[config.mk]
export PLATFORM = sky130hd
export DESIGN_NAME = mpwm_ctrl
export DESIGN_NICKNAME = d
export VERILOG_FILES = /design/src/logic/mpwm_pkg.sv /design/src/logic/mpwm_ctrl.sv /design/src/logic/mpwm_meter.sv
export SDC_FILE = /design/constraint.sdc
export NUM_CORES = 1
export LEC_CHECK = 0
export ABC_AREA = 1
export BUFFER_PORTS_ARGS = -buffer_cell sky130_fd_sc_hd__buf_4
export CAP_MARGIN = 25
export CORE_ASPECT_RATIO = 0.8
export CORE_MARGIN = 10
export CORE_UTILIZATION = 50
export CTS_BUF_LIST = sky130_fd_sc_hd__clkbuf_16
export DETAILED_ROUTE_END_ITERATION = 10
export PLACE_DENSITY = 0.68
export RECOVER_POWER = 50
export SLEW_MARGIN = 20
export SYNTH_ARGS = -nofsm -noshare
export SYNTH_HDL_FRONTEND = slang
export SYNTH_SLANG_ARGS = --single-unit
export TNS_END_PERCENT = 10
[constraint.sdc]
create_clock -name mclk -period 3.44 [get_ports mclk]
set_clock_uncertainty 0.1 [all_clocks]
set_input_delay 0.516 -clock mclk [delete_from_list [all_inputs] [get_ports mclk]]
set_output_delay 0.516 -clock mclk [all_outputs]
set_load 0.005 [all_outputs]
[src/logic/mpwm_pkg.sv]
/*
 Constants, field positions and carrier types of the meter PWM control block.
 Assumes an 8-bit internal register access port on the same clock as the block.
*/
// Contract
// An 8-bit counter control register governs counter run and count clock.
// Reset loads zero into counter control; the counter stays stopped.
// Run bit low halts and clears the counter; high enables counting.
// Software stops the counter before rewriting counter control.
// Software writes zeros to counter control bits 0-3, 6 and 7.
// Counter control holds a field selecting the prescaled count clock.
// Clock select is one bit choosing between two prescaled clocks.
// Each meter has an 8-bit compare control for updates and pin direction.
// Compare control registers are accessed only 8 bits wide.
// Reset clears every compare control register to zero.
// Transfer enable is written as a request and read back as pending.
// Hardware clears transfer enable at the overflow that applies new data.
// Direction bits route sine and cosine PWM; other pins held at zero.
// Software writes zeros to compare control bits 5 to 7.
// Direction bits sit at compare control positions zero and one.
// An 8-bit port mode register selects PWM or port output per meter.
// Port mode register is accessed only 8 bits wide.
// Reset clears port mode: port mode and full bridge everywhere.
// Transfer enable at bit four moves held compare values at next overflow.
// Bits two and three enable alternate one-count addition per overflow.
// Port mode holds half-bridge bits 4-7 and PWM-enable bits 0-3.
// Half bridge turns otherwise-zero pins into ordinary port outputs.
package mpwm_pkg;

    localparam int MPWM_METERS = 4;

    localparam logic [15:0] MPWM_ADDR_CNT_CTRL = 16'hFF58;
    localparam logic [15:0] MPWM_ADDR_CNT_VALUE = 16'hFF59;
    localparam logic [15:0] MPWM_ADDR_CMP_CTRL = 16'hFF5C;
    localparam logic [15:0] MPWM_ADDR_CMP_VALUE = 16'hFF60;
    localparam logic [15:0] MPWM_ADDR_PORT_MODE = 16'hFF6A;

    localparam int MPWM_CC_CLKSEL_BIT = 4;
    localparam int MPWM_CC_RUN_BIT = 5;

    localparam int MPWM_CMP_DIR_LSB = 0;
    localparam int MPWM_CMP_ADD_SIN_BIT = 2;
    localparam int MPWM_CMP_ADD_COS_BIT = 3;
    localparam int MPWM_CMP_TEN_BIT = 4;
    localparam int MPWM_CMP_WIDTH = 5;

    localparam int MPWM_PM_EN_LSB = 0;
    localparam int MPWM_PM_HALF_LSB = 4;

    localparam logic [7:0] MPWM_CNT_CTRL_RST = 8'h00;
    localparam logic [4:0] MPWM_CMP_CTRL_RST = 5'h00;
    localparam logic [7:0] MPWM_PORT_MODE_RST = 8'h00;
    localparam logic [7:0] MPWM_CMP_VALUE_RST = 8'h00;

    localparam int MPWM_DIV_A_LOG2 = 1;
    localparam int MPWM_DIV_B_LOG2 = 3;
    localparam logic [7:0] MPWM_CNT_TOP = 8'hFF;
    localparam logic [7:0] MPWM_CNT_WRAP = 8'h01;

    typedef struct packed {
        logic wr;
        logic rd;
        logic [15:0] addr;
        logic [7:0] wdata;
    } mpwm_req_t;

    typedef struct packed {
        logic en;
        logic half;
        logic add_cos;
        logic add_sin;
        logic [1:0] dir;
    } mpwm_meter_cfg_t;

    typedef struct packed {
        logic [7:0] slave_sin;
        logic [7:0] slave_cos;
        logic phase;
        logic started;
        logic [3:0] pins;
    } mpwm_meter_state_t;

    typedef struct packed {
        logic [7:0] pre;
        logic run;
        logic clksel;
        logic [7:0] cnt;
        logic [MPWM_METERS-1:0][MPWM_CMP_WIDTH-1:0] cmpc;
        logic [MPWM_METERS-1:0][7:0] hold_sin;
        logic [MPWM_METERS-1:0][7:0] hold_cos;
        logic [7:0] meter_port_mode;
        logic [7:0] rdata;
    } mpwm_top_state_t;

endpackage : mpwm_pkg

[src/logic/mpwm_ctrl.sv]
/*
 Meter PWM control registers, prescaler, shared 8-bit counter and four channels.
 Assumes an 8-bit register access port and port latch values on the mclk domain.
*/
`timescale 1ns/1ps
module mpwm_ctrl
    import mpwm_pkg::*;
#(
    parameter int DIV_A_LOG2 = MPWM_DIV_A_LOG2,
    parameter int DIV_B_LOG2 = MPWM_DIV_B_LOG2
)
(
    input wire logic mclk,
    input wire logic rst_n,
    input wire mpwm_req_t bus,
    input wire logic [MPWM_METERS-1:0][3:0] port_val,
    output logic [7:0] rdata,
    output logic [MPWM_METERS-1:0][3:0] meter_pins
);

    mpwm_top_state_t s_q;
    mpwm_top_state_t s_d;
    logic tick;
    logic ovf;
    logic [MPWM_METERS-1:0] ten;
    logic [MPWM_METERS-1:0] cmpc_hit;
    logic [7:0] cnt_now;
    logic [7:0] wdata_now;

    // Prescaled clock choice
    assign tick = s_q.clksel ? &s_q.pre[DIV_B_LOG2-1:0] : &s_q.pre[DIV_A_LOG2-1:0];
    assign ovf = s_q.run && tick && (s_q.cnt == MPWM_CNT_TOP);
    assign cnt_now = s_q.cnt;
    assign wdata_now = bus.wdata;

    always_comb begin
        for (int m = 0; m < MPWM_METERS; m++) begin
            ten[m] = s_q.cmpc[m][MPWM_CMP_TEN_BIT];
            cmpc_hit[m] = bus.wr && (bus.addr == MPWM_ADDR_CMP_CTRL + 16'(m));
        end
    end

    always_comb begin
        logic [7:0] rd_byte;
        rd_byte = 8'h00;
        s_d = s_q;
        s_d.pre = s_q.pre + 8'h01;

        // Shared counter: 00 on start, then 01..FF repeating
        if (!s_q.run) begin
            s_d.cnt = 8'h00;
        end else if (tick) begin
            s_d.cnt = (s_q.cnt == MPWM_CNT_TOP) ? MPWM_CNT_WRAP : s_q.cnt + 8'h01;
        end

        // Pending transfer retires at overflow; a same-cycle write wins
        for (int m = 0; m < MPWM_METERS; m++) begin
            if (ovf && ten[m]) begin
                s_d.cmpc[m][MPWM_CMP_TEN_BIT] = 1'b0;
            end
        end

        if (bus.wr) begin
            if (bus.addr == MPWM_ADDR_CNT_CTRL) begin
                s_d.run = bus.wdata[MPWM_CC_RUN_BIT];
                s_d.clksel = bus.wdata[MPWM_CC_CLKSEL_BIT];
            end
            if (bus.addr == MPWM_ADDR_PORT_MODE) begin
                s_d.meter_port_mode = bus.wdata;
            end
            for (int m = 0; m < MPWM_METERS; m++) begin
                if (cmpc_hit[m]) begin
                    s_d.cmpc[m] = bus.wdata[MPWM_CMP_WIDTH-1:0];
                end
                if (bus.addr == MPWM_ADDR_CMP_VALUE + 16'(2 * m)) begin
                    s_d.hold_sin[m] = bus.wdata;
                end
                if (bus.addr == MPWM_ADDR_CMP_VALUE + 16'(2 * m + 1)) begin
                    s_d.hold_cos[m] = bus.wdata;
                end
            end
        end

        // Undefined bits are not stored and read as zero
        if (bus.rd) begin
            if (bus.addr == MPWM_ADDR_CNT_CTRL) begin
                rd_byte[MPWM_CC_RUN_BIT] = s_q.run;
                rd_byte[MPWM_CC_CLKSEL_BIT] = s_q.clksel;
            end
            if (bus.addr == MPWM_ADDR_CNT_VALUE) begin
                rd_byte = s_q.cnt;
            end
            if (bus.addr == MPWM_ADDR_PORT_MODE) begin
                rd_byte = s_q.meter_port_mode;
            end
            for (int m = 0; m < MPWM_METERS; m++) begin
                if (bus.addr == MPWM_ADDR_CMP_CTRL + 16'(m)) begin
                    rd_byte = {3'b000, s_q.cmpc[m]};
                end
                if (bus.addr == MPWM_ADDR_CMP_VALUE + 16'(2 * m)) begin
                    rd_byte = s_q.hold_sin[m];
                end
                if (bus.addr == MPWM_ADDR_CMP_VALUE + 16'(2 * m + 1)) begin
                    rd_byte = s_q.hold_cos[m];
                end
            end
        end
        s_d.rdata = rd_byte;
    end

    always_ff @(posedge mclk or negedge rst_n) begin
        if (!rst_n) begin
            s_q <= '0;
            s_q.run <= MPWM_CNT_CTRL_RST[MPWM_CC_RUN_BIT];
            s_q.clksel <= MPWM_CNT_CTRL_RST[MPWM_CC_CLKSEL_BIT];
            s_q.cmpc <= {MPWM_METERS{MPWM_CMP_CTRL_RST}};
            s_q.hold_sin <= {MPWM_METERS{MPWM_CMP_VALUE_RST}};
            s_q.hold_cos <= {MPWM_METERS{MPWM_CMP_VALUE_RST}};
            s_q.meter_port_mode <= MPWM_PORT_MODE_RST;
        end else begin
            s_q <= s_d;
        end
    end

    assign rdata = s_q.rdata;

    for (genvar m = 0; m < MPWM_METERS; m++) begin : g_meter
        mpwm_meter_cfg_t cfg;
        assign cfg = {s_q.meter_port_mode[MPWM_PM_EN_LSB + m],
                      s_q.meter_port_mode[MPWM_PM_HALF_LSB + m],
                      s_q.cmpc[m][MPWM_CMP_ADD_COS_BIT],
                      s_q.cmpc[m][MPWM_CMP_ADD_SIN_BIT],
                      s_q.cmpc[m][MPWM_CMP_DIR_LSB +: 2]};

        mpwm_meter u_meter (
            .mclk(mclk),
            .rst_n(rst_n),
            .cnt(s_q.cnt),
            .run(s_q.run),
            .ovf(ovf),
            .load(ovf && ten[m]),
            .cfg(cfg),
            .hold_sin(s_q.hold_sin[m]),
            .hold_cos(s_q.hold_cos[m]),
            .port_val(port_val[m]),
            .pins(meter_pins[m])
        );

        property p_ten_clear;
            @(posedge mclk) disable iff (!rst_n)
            ovf && ten[m] && !cmpc_hit[m] |=> !ten[m];
        endproperty
        a_ten_clear: assert property (p_ten_clear) else $error("transfer flag not cleared");

        property p_ten_set;
            @(posedge mclk) disable iff (!rst_n)
            cmpc_hit[m] && bus.wdata[MPWM_CMP_TEN_BIT] |=> ten[m];
        endproperty
        a_ten_set: assert property (p_ten_set) else $error("transfer request lost");

        property p_ten_hold;
            @(posedge mclk) disable iff (!rst_n)
            ten[m] && !ovf && !cmpc_hit[m] |=> ten[m];
        endproperty
        a_ten_hold: assert property (p_ten_hold) else $error("pending flag dropped");

        c_transfer: cover property (@(posedge mclk) disable iff (!rst_n) ovf && ten[m]);
    end

    // Checks
    property p_stop_clears;
        @(posedge mclk) disable iff (!rst_n)
        !s_q.run |=> cnt_now == 8'h00;
    endproperty
    a_stop_clears: assert property (p_stop_clears) else $error("stopped counter not zero");

    property p_count_step;
        @(posedge mclk) disable iff (!rst_n)
        s_q.run && tick && cnt_now != MPWM_CNT_TOP |=> cnt_now == $past(cnt_now) + 8'h01;
    endproperty
    a_count_step: assert property (p_count_step) else $error("counter step wrong");

    property p_wrap;
        @(posedge mclk) disable iff (!rst_n)
        ovf |=> cnt_now == MPWM_CNT_WRAP;
    endproperty
    a_wrap: assert property (p_wrap) else $error("counter wrap wrong");

    property p_hold_between_ticks;
        @(posedge mclk) disable iff (!rst_n)
        s_q.run && !tick ##1 s_q.run |-> cnt_now == $past(cnt_now);
    endproperty
    a_hold_between_ticks: assert property (p_hold_between_ticks) else $error("count off tick");

    property p_slow_tick;
        @(posedge mclk) disable iff (!rst_n)
        s_q.clksel && tick |=> (!tick || !s_q.clksel) [*7];
    endproperty
    a_slow_tick: assert property (p_slow_tick) else $error("slow clock too fast");

    property p_fast_tick;
        @(posedge mclk) disable iff (!rst_n)
        !s_q.clksel && tick ##1 !s_q.clksel |-> !tick ##1 (tick || s_q.clksel);
    endproperty
    a_fast_tick: assert property (p_fast_tick) else $error("fast clock period wrong");

    property p_ctrl_write;
        @(posedge mclk) disable iff (!rst_n)
        bus.wr && bus.addr == MPWM_ADDR_CNT_CTRL
            |=> s_q.run == $past(wdata_now[MPWM_CC_RUN_BIT]);
    endproperty
    a_ctrl_write: assert property (p_ctrl_write) else $error("run bit not taken");

    property p_pmc_read;
        @(posedge mclk) disable iff (!rst_n)
        bus.rd && !bus.wr && bus.addr == MPWM_ADDR_PORT_MODE |=> rdata == s_q.meter_port_mode;
    endproperty
    a_pmc_read: assert property (p_pmc_read) else $error("port mode readback wrong");

    c_overflow: cover property (@(posedge mclk) disable iff (!rst_n) ovf && s_q.clksel);

endmodule : mpwm_ctrl

[src/logic/mpwm_meter.sv]
/*
 One meter channel: compare slave registers, one-count addition phase, pin routing.
 Assumes counter, overflow and configuration come from the control block on mclk.
*/
`timescale 1ns/1ps
module mpwm_meter
    import mpwm_pkg::*;
(
    input wire logic mclk,
    input wire logic rst_n,
    input wire logic [7:0] cnt,
    input wire logic run,
    input wire logic ovf,
    input wire logic load,
    input wire mpwm_meter_cfg_t cfg,
    input wire logic [7:0] hold_sin,
    input wire logic [7:0] hold_cos,
    input wire logic [3:0] port_val,
    output logic [3:0] pins
);

    mpwm_meter_state_t s_q;
    mpwm_meter_state_t s_d;
    logic [8:0] sin_lim;
    logic [8:0] cos_lim;
    logic sin_on;
    logic cos_on;
    logic cos_minus;
    logic [3:0] fill;

    // One extra count on alternate periods
    assign sin_lim = {1'b0, s_q.slave_sin} + {8'h00, cfg.add_sin & s_q.phase};
    assign cos_lim = {1'b0, s_q.slave_cos} + {8'h00, cfg.add_cos & s_q.phase};
    assign sin_on = s_q.started && ({1'b0, cnt} <= sin_lim);
    assign cos_on = s_q.started && ({1'b0, cnt} <= cos_lim);
    assign cos_minus = cfg.dir[1] ^ cfg.dir[0];
    assign fill = cfg.half ? port_val : 4'h0;

    always_comb begin
        s_d = s_q;
        if (!run) begin
            s_d.started = 1'b0;
            s_d.phase = 1'b0;
        end else if (ovf) begin
            s_d.started = 1'b1;
            s_d.phase = ~s_q.phase;
        end
        if (load) begin
            s_d.slave_sin = hold_sin;
            s_d.slave_cos = hold_cos;
        end
        s_d.pins[0] = cfg.dir[1] ? fill[0] : sin_on;
        s_d.pins[1] = cfg.dir[1] ? sin_on : fill[1];
        s_d.pins[2] = cos_minus ? fill[2] : cos_on;
        s_d.pins[3] = cos_minus ? cos_on : fill[3];
        if (!cfg.en) begin
            s_d.pins = port_val;
        end
    end

    always_ff @(posedge mclk or negedge rst_n) begin
        if (!rst_n) begin
            s_q <= '0;
        end else begin
            s_q <= s_d;
        end
    end

    assign pins = s_q.pins;

    // Checks
    property p_port_mode;
        @(posedge mclk) disable iff (!rst_n)
        !cfg.en |=> pins == $past(port_val);
    endproperty
    a_port_mode: assert property (p_port_mode) else $error("port mode pins wrong");

    property p_full_zero;
        @(posedge mclk) disable iff (!rst_n)
        cfg.en && !cfg.half && cfg.dir == 2'b00 |=> !pins[1] && !pins[3];
    endproperty
    a_full_zero: assert property (p_full_zero) else $error("unused pin not low");

    property p_load;
        @(posedge mclk) disable iff (!rst_n)
        load |=> s_q.slave_sin == $past(hold_sin) && s_q.slave_cos == $past(hold_cos);
    endproperty
    a_load: assert property (p_load) else $error("compare transfer missed");

    property p_quiet_before_ovf;
        @(posedge mclk) disable iff (!rst_n)
        !s_q.started && cfg.en && !cfg.half ##1 cfg.en && !cfg.half |-> pins == 4'h0;
    endproperty
    a_quiet_before_ovf: assert property (p_quiet_before_ovf) else $error("early pwm");

    property p_phase;
        @(posedge mclk) disable iff (!rst_n)
        run && ovf |=> s_q.phase != $past(s_q.phase);
    endproperty
    a_phase: assert property (p_phase) else $error("addition phase stuck");

    c_half: cover property (@(posedge mclk) disable iff (!rst_n) cfg.en && cfg.half && s_q.started);
    c_add: cover property (@(posedge mclk) disable iff (!rst_n) cfg.add_sin && s_q.phase && load);

endmodule : mpwm_meter

# Word level (Yosys, flattened, before mapping)
# Index checks and enable logic that the tools add are counted.
# totals
ff_bits,206
latchBits,0
mem_bits_rw,0
rom_bits,0
output_inout_bits,24
word_cells,197
memories,0
# classes
addsub,10
multipliers,0
div_mod_pow,0
n_lt_le_gt_ge,8
eq_ne,18
n_shift,0
mux,70
n_bitwise,16
n_reduce_logical,33
# ops
op,n
$eq A16 B16 Y1 const B,15
$mux W8,27
$mux W92,1
$add A8 B1 Y9,8
$le A8 B9 Y1,8
$mux W4,8
$reduce_and A2 Y1,14
$mux W1,21
$mux W5,4
$logic_and A1 B1 Y1,18
$mux W2,9
$add A8 B1 Y8 const B,2
$and A1 B1 Y1,8
$eq A8 B8 Y1 const B,1
$ne A2 B1 Y1 const B,2
$not A1 Y1,4
$xor A1 B1 Y1,4
$reduce_and A3 Y1,1

# Longest topological paths before layout
# logic_depth
word_depth,17
depth_mapped,18
ltp_nobuf,18

# By module
# A second synthesis with hierarchy kept.
# unflattened
hier_cells,1562
hier_area_um2,12354.3
# by_module_without_submodules
mod,n_inst,cells_per_inst,area_per_inst_um2,seq_area_each_um2
mpwm_meter,4,206,1655.3,550.5
mpwm_ctrl,1,738,5733.0,2827.7

# Worst setup path after synthesis
# Ideal clock, no wire load.
# synth_timing
path_type,register to register
startpoint,register g_meter[3].u_meter.s_q[5] (netlist name)
endpoint,register g_meter[3].u_meter.s_q (netlist bit g_meter[3].u_meter.pins[3])
setup_time_ns,0.077
arrival_ns,2.423
path_slack_ns,0.839
path_stages_with_launch,15
path_buffers,0
synth_period_minus_slack_ns,2.601
cell_sequence,dfrtp_1 > nand2_1 > inv_1 > ha_1 > ha_1 > nand3_1 > nor3b_1 > xor2_1 > ha_1 > nand4_1 > or2_2 > o211ai_1 > nand2_1 > or2_2 > a21oi_1
# synth_lines
element,line_no,rtl
from (decl),mpwm_meter.sv:22,mpwm_meter_state_t s_q;
from (signal assigned),mpwm_meter.sv:63,s_q <= '0;
from (signal assigned),mpwm_meter.sv:65,s_q <= s_d;

==> impl_metrics.py <==
metrics = {
    "routing": {
        "post_drt_via_cell_ratio": 5.52,
        "drtAntennaViolNets": 0,
        "firstDrtPassIters": 8,
        "drt_wl_total_um": 32600,
        "vias": 9591,
        "wl_met1_um": 15400,
        "top_layer": "met4",
        "wl_met2_um": 13700,
        "wl_met3_um": 2760,
        "drc": 0,
        "wl_per_cell_um": 18.7,
        "drtIter0Drc": 1100,
    },
    "grt": {
        "grt_pass1_wl_um": 50900,
        "antenna_found_initial": 0,
        "overflow": 0,
        "grt_pass1_vias": 8877,
        "grt_max_degree": 80,
        "grt_use_total_pct": 22.2,
    },
    "layout": {
        "fin_util_pct": 56.6,
        "drive_gt1_share_pct": 12.2,
        "area_growth_pct": 10.6,
        "fin_nets": 1546,
        "antennaDiodeCount": 0,
        "fillers": 2125,
    },
    "clock_tree": {
        "cts_resized": 0,
        "post-cts-setup-buffers": 0,
        "cts_tree": "done",
        "clk_latency_ps": 440,
        "hold_buffers": 0,
        "cts_buffer_depth": 2,
        "cts.sinks": 198,
        "numCtsBuffers": 17,
        "clkTransAtPathRegs_ps": 70,
        "h-tree-depth": 4,
        "root_buffer": "clkbuf_16",
    },
    "power": {
        "p_per_area_mw_per_mm2": 351,
        "peakVddDrop_v": 0.000236,
        "leakage_nw": 6.01,
    },
    "timing": {
        "period_minus_slack_ps": 2910,
        "holdWs_ps": 192,
        "fin_tns_setup_ps": 0,
        "period_share_pct": 84.7,
        "hold_viol": 0,
        "relSlewSlack_pct": -38.2,
        "drv_slew": 79,
        "rsz0062_at_grt": "no",
        "worstMarginPinSlew_ps": 2070,
        "setup_slack_ps": 526,
        "timing.fmax_mhz": 343,
        "setup_violations": 0,
    },
    "setup_path": {
        "arrival_ps": 3180,
        "cp_max_fo": 4,
        "worst_setup_path_start_kind": "register",
        "crit_type": "reg -> reg",
        "cp-end-kind": "register",
        "crit_required_ps": 3710,
    },
    "die": {
        "die_y_um": 156,
        "fp-row-count": 49,
        "floorplan.initialDensity_pct": 51.1,
        "dieArea_mm2": 0.0296,
        "io-pin-count": 68,
        "coreArea_mm2": 0.0226,
        "die_w_um": 190,
    },
    "min_path": {
        "min_path_type": "in -> reg",
    },
    "logic_synthesis": {
        "seq_area_frac_synth_pct": 43.0,
        "synth.avg_cell_area_um2": 8.40,
        "synth-main-ff-cell": "dfrtp_1",
        "synthesis.nets": 1500,
        "synth_edf_count": 0,
        "synth_cell_types": 40,
        "async_reset_ff_share_pct": 100,
        "yosysWarningCount": 0,
        "synth_cells": 1373,
        "synth_area_mm2": 0.0115,
        "synth_seq_cells": 198,
    },
    "run": {
        "cap_viol_max_count": 1,
    },
    "place": {
        "io_buffer_count": 67,
        "dpl.hpwl_um": 23600,
        "gp_congestion": 0.918,
        "pre_cts_slack_ps": 603,
    },
    "outcome": {
        "status": "complete, but fails checks",
        "violations": "max-capacitance violations, max-slew violations",
    },
}
worst max-delay path, cell delays in order (launching register included):
cell	delay, ps
dfrtp_1	410
nand2_1	70
inv_1	60
ha_1	160
ha_1	180
nand3_1	120
nor3b_1	300
xor2_1	180
ha_1	270
a21oi_1	200
a21boi_0	130
o211ai_1	170
nand2_1	80
or2_2	290
a21oi_1	140
Yosys cell counts (2+ instances only):
library cell	instances	area, um^2
nand2_1	298	1120
o21ai_0	204	1020
dfrtp_1	198	4950
inv_1	154	578
ha_1	83	1040
a21oi_1	58	290
nand3_1	57	285
nor2_1	56	210
xor2_1	41	359
mux2_2	31	349
buf_4	27	203
clkbuf_1	24	90.1
nand4_1	19	119
xnor2_1	15	131
nor3_1	11	55.1
o211ai_1	10	75.1
nand2_2	9	56.3
nand3b_1	9	67.6
o21ai_1	8	40.0
o221ai_1	8	70.1
a21boi_0	7	52.6
nor2_2	6	37.5
inv_2	5	18.8
or2_2	5	31.3
a31oi_1	4	25.0
o22ai_1	4	25.0
buf_6	3	33.8
nor2_4	3	33.8
o21a_1	3	22.5
nand3_2	2	20.0
nor3b_1	2	15.0
sequential cells by signal (all words and copies together), names as in the netlist:
signal	count
cnt_now	8
g_meter.cfg	24
g_meter.u_meter.pins	16
g_meter.u_meter.s_q	69
rdata	8
s_q	73
where the power goes:
group          internal [mW]  switching, mW  total, mW
Sequential              2.34        0.00341       2.34
Combinational         0.0549          0.123      0.178
Clock                   1.06          0.902       1.96
Total                   3.45           1.03       4.48
area by class of cell:
class                           count  area (um^2)  share of cell area (%)
Multi-Input combinational cell    961         5650                    44.3
Sequential cell                   198         4950                    38.8
Timing Repair Buffer               82          613                    4.80
Inverter                          159          597                    4.68
Clock buffer                       17          425                    3.33
Tap cell                          306          383                    3.00
Clock inverter                     15          136                    1.07
path summary, 6_finish.rpt:
path                                                       start                                      to  slack [ps]  depth (start not counted)
max reg2reg                g_meter[3].u_meter.s_q[5]$_DFFE_PN0P_    g_meter[3].u_meter.pins[3]$_DFF_PN0_         530                         14
max in group asynchronous                                  rst_n   g_meter[0].u_meter.s_q[6]$_DFFE_PN0P_         780                          2
min                                                 port_val[10]    g_meter[2].u_meter.pins[2]$_DFF_PN0_         190                          3
min reg2reg                                   s_q[110]$_DFF_PN0_                      s_q[110]$_DFF_PN0_         350                          1
min in group asynchronous                                  rst_n  g_meter[1].u_meter.s_q[20]$_DFFE_PN0P_         560                          1
max                        g_meter[3].u_meter.s_q[5]$_DFFE_PN0P_    g_meter[3].u_meter.pins[3]$_DFF_PN0_         530                         14
cells by family after synthesis:
family | count (synthesis) | share of synthesized area [%]
xor+xnor | 56 | 4.25
flops | 198 | 43.0
buf+inv | 214 | 8.05
simple gates | 482 | 18.4
compound gates | 309 | 14.3
mux | 31 | 3.03
fa+ha+maj | 83 | 9.00
routing by layer:
layer / track usage, % / up-vias
li1: - / 4654
met5: 0 / -
met1: 31.8 / 4549
met2: 32.3 / 342
met3: 5.61 / 46
met4: 5.96 / 0
per-stage QoR:
stage,power (mW),instances,area (um^2)
finish,4.48,1738,12800
global route,4.62,1738,12800
CTS,4.51,1738,12800
detailed placement,2.57,1706,12200
global placement,2.57,1706,12200
floorplan,2.43,1373,11500
cells in the final DEF (no fill, tap or decap), types with 11 or more instances in the layout:
| cell type | count |
|---|---|
| o21ai_0 | 204 |
| nand4_1 | 19 |
| nand2_1 | 298 |
| dfrtp_1 | 198 |
| xnor2_1 | 15 |
| clkbuf_16 | 17 |
| buf_4 | 69 |
| nor2_1 | 56 |
| inv_1 | 157 |
| ha_1 | 83 |
| mux2_2 | 31 |
| nor3_1 | 11 |
| nand3_1 | 57 |
| xor2_1 | 41 |
| a21oi_1 | 58 |
(Power assumes the default switching activity.)
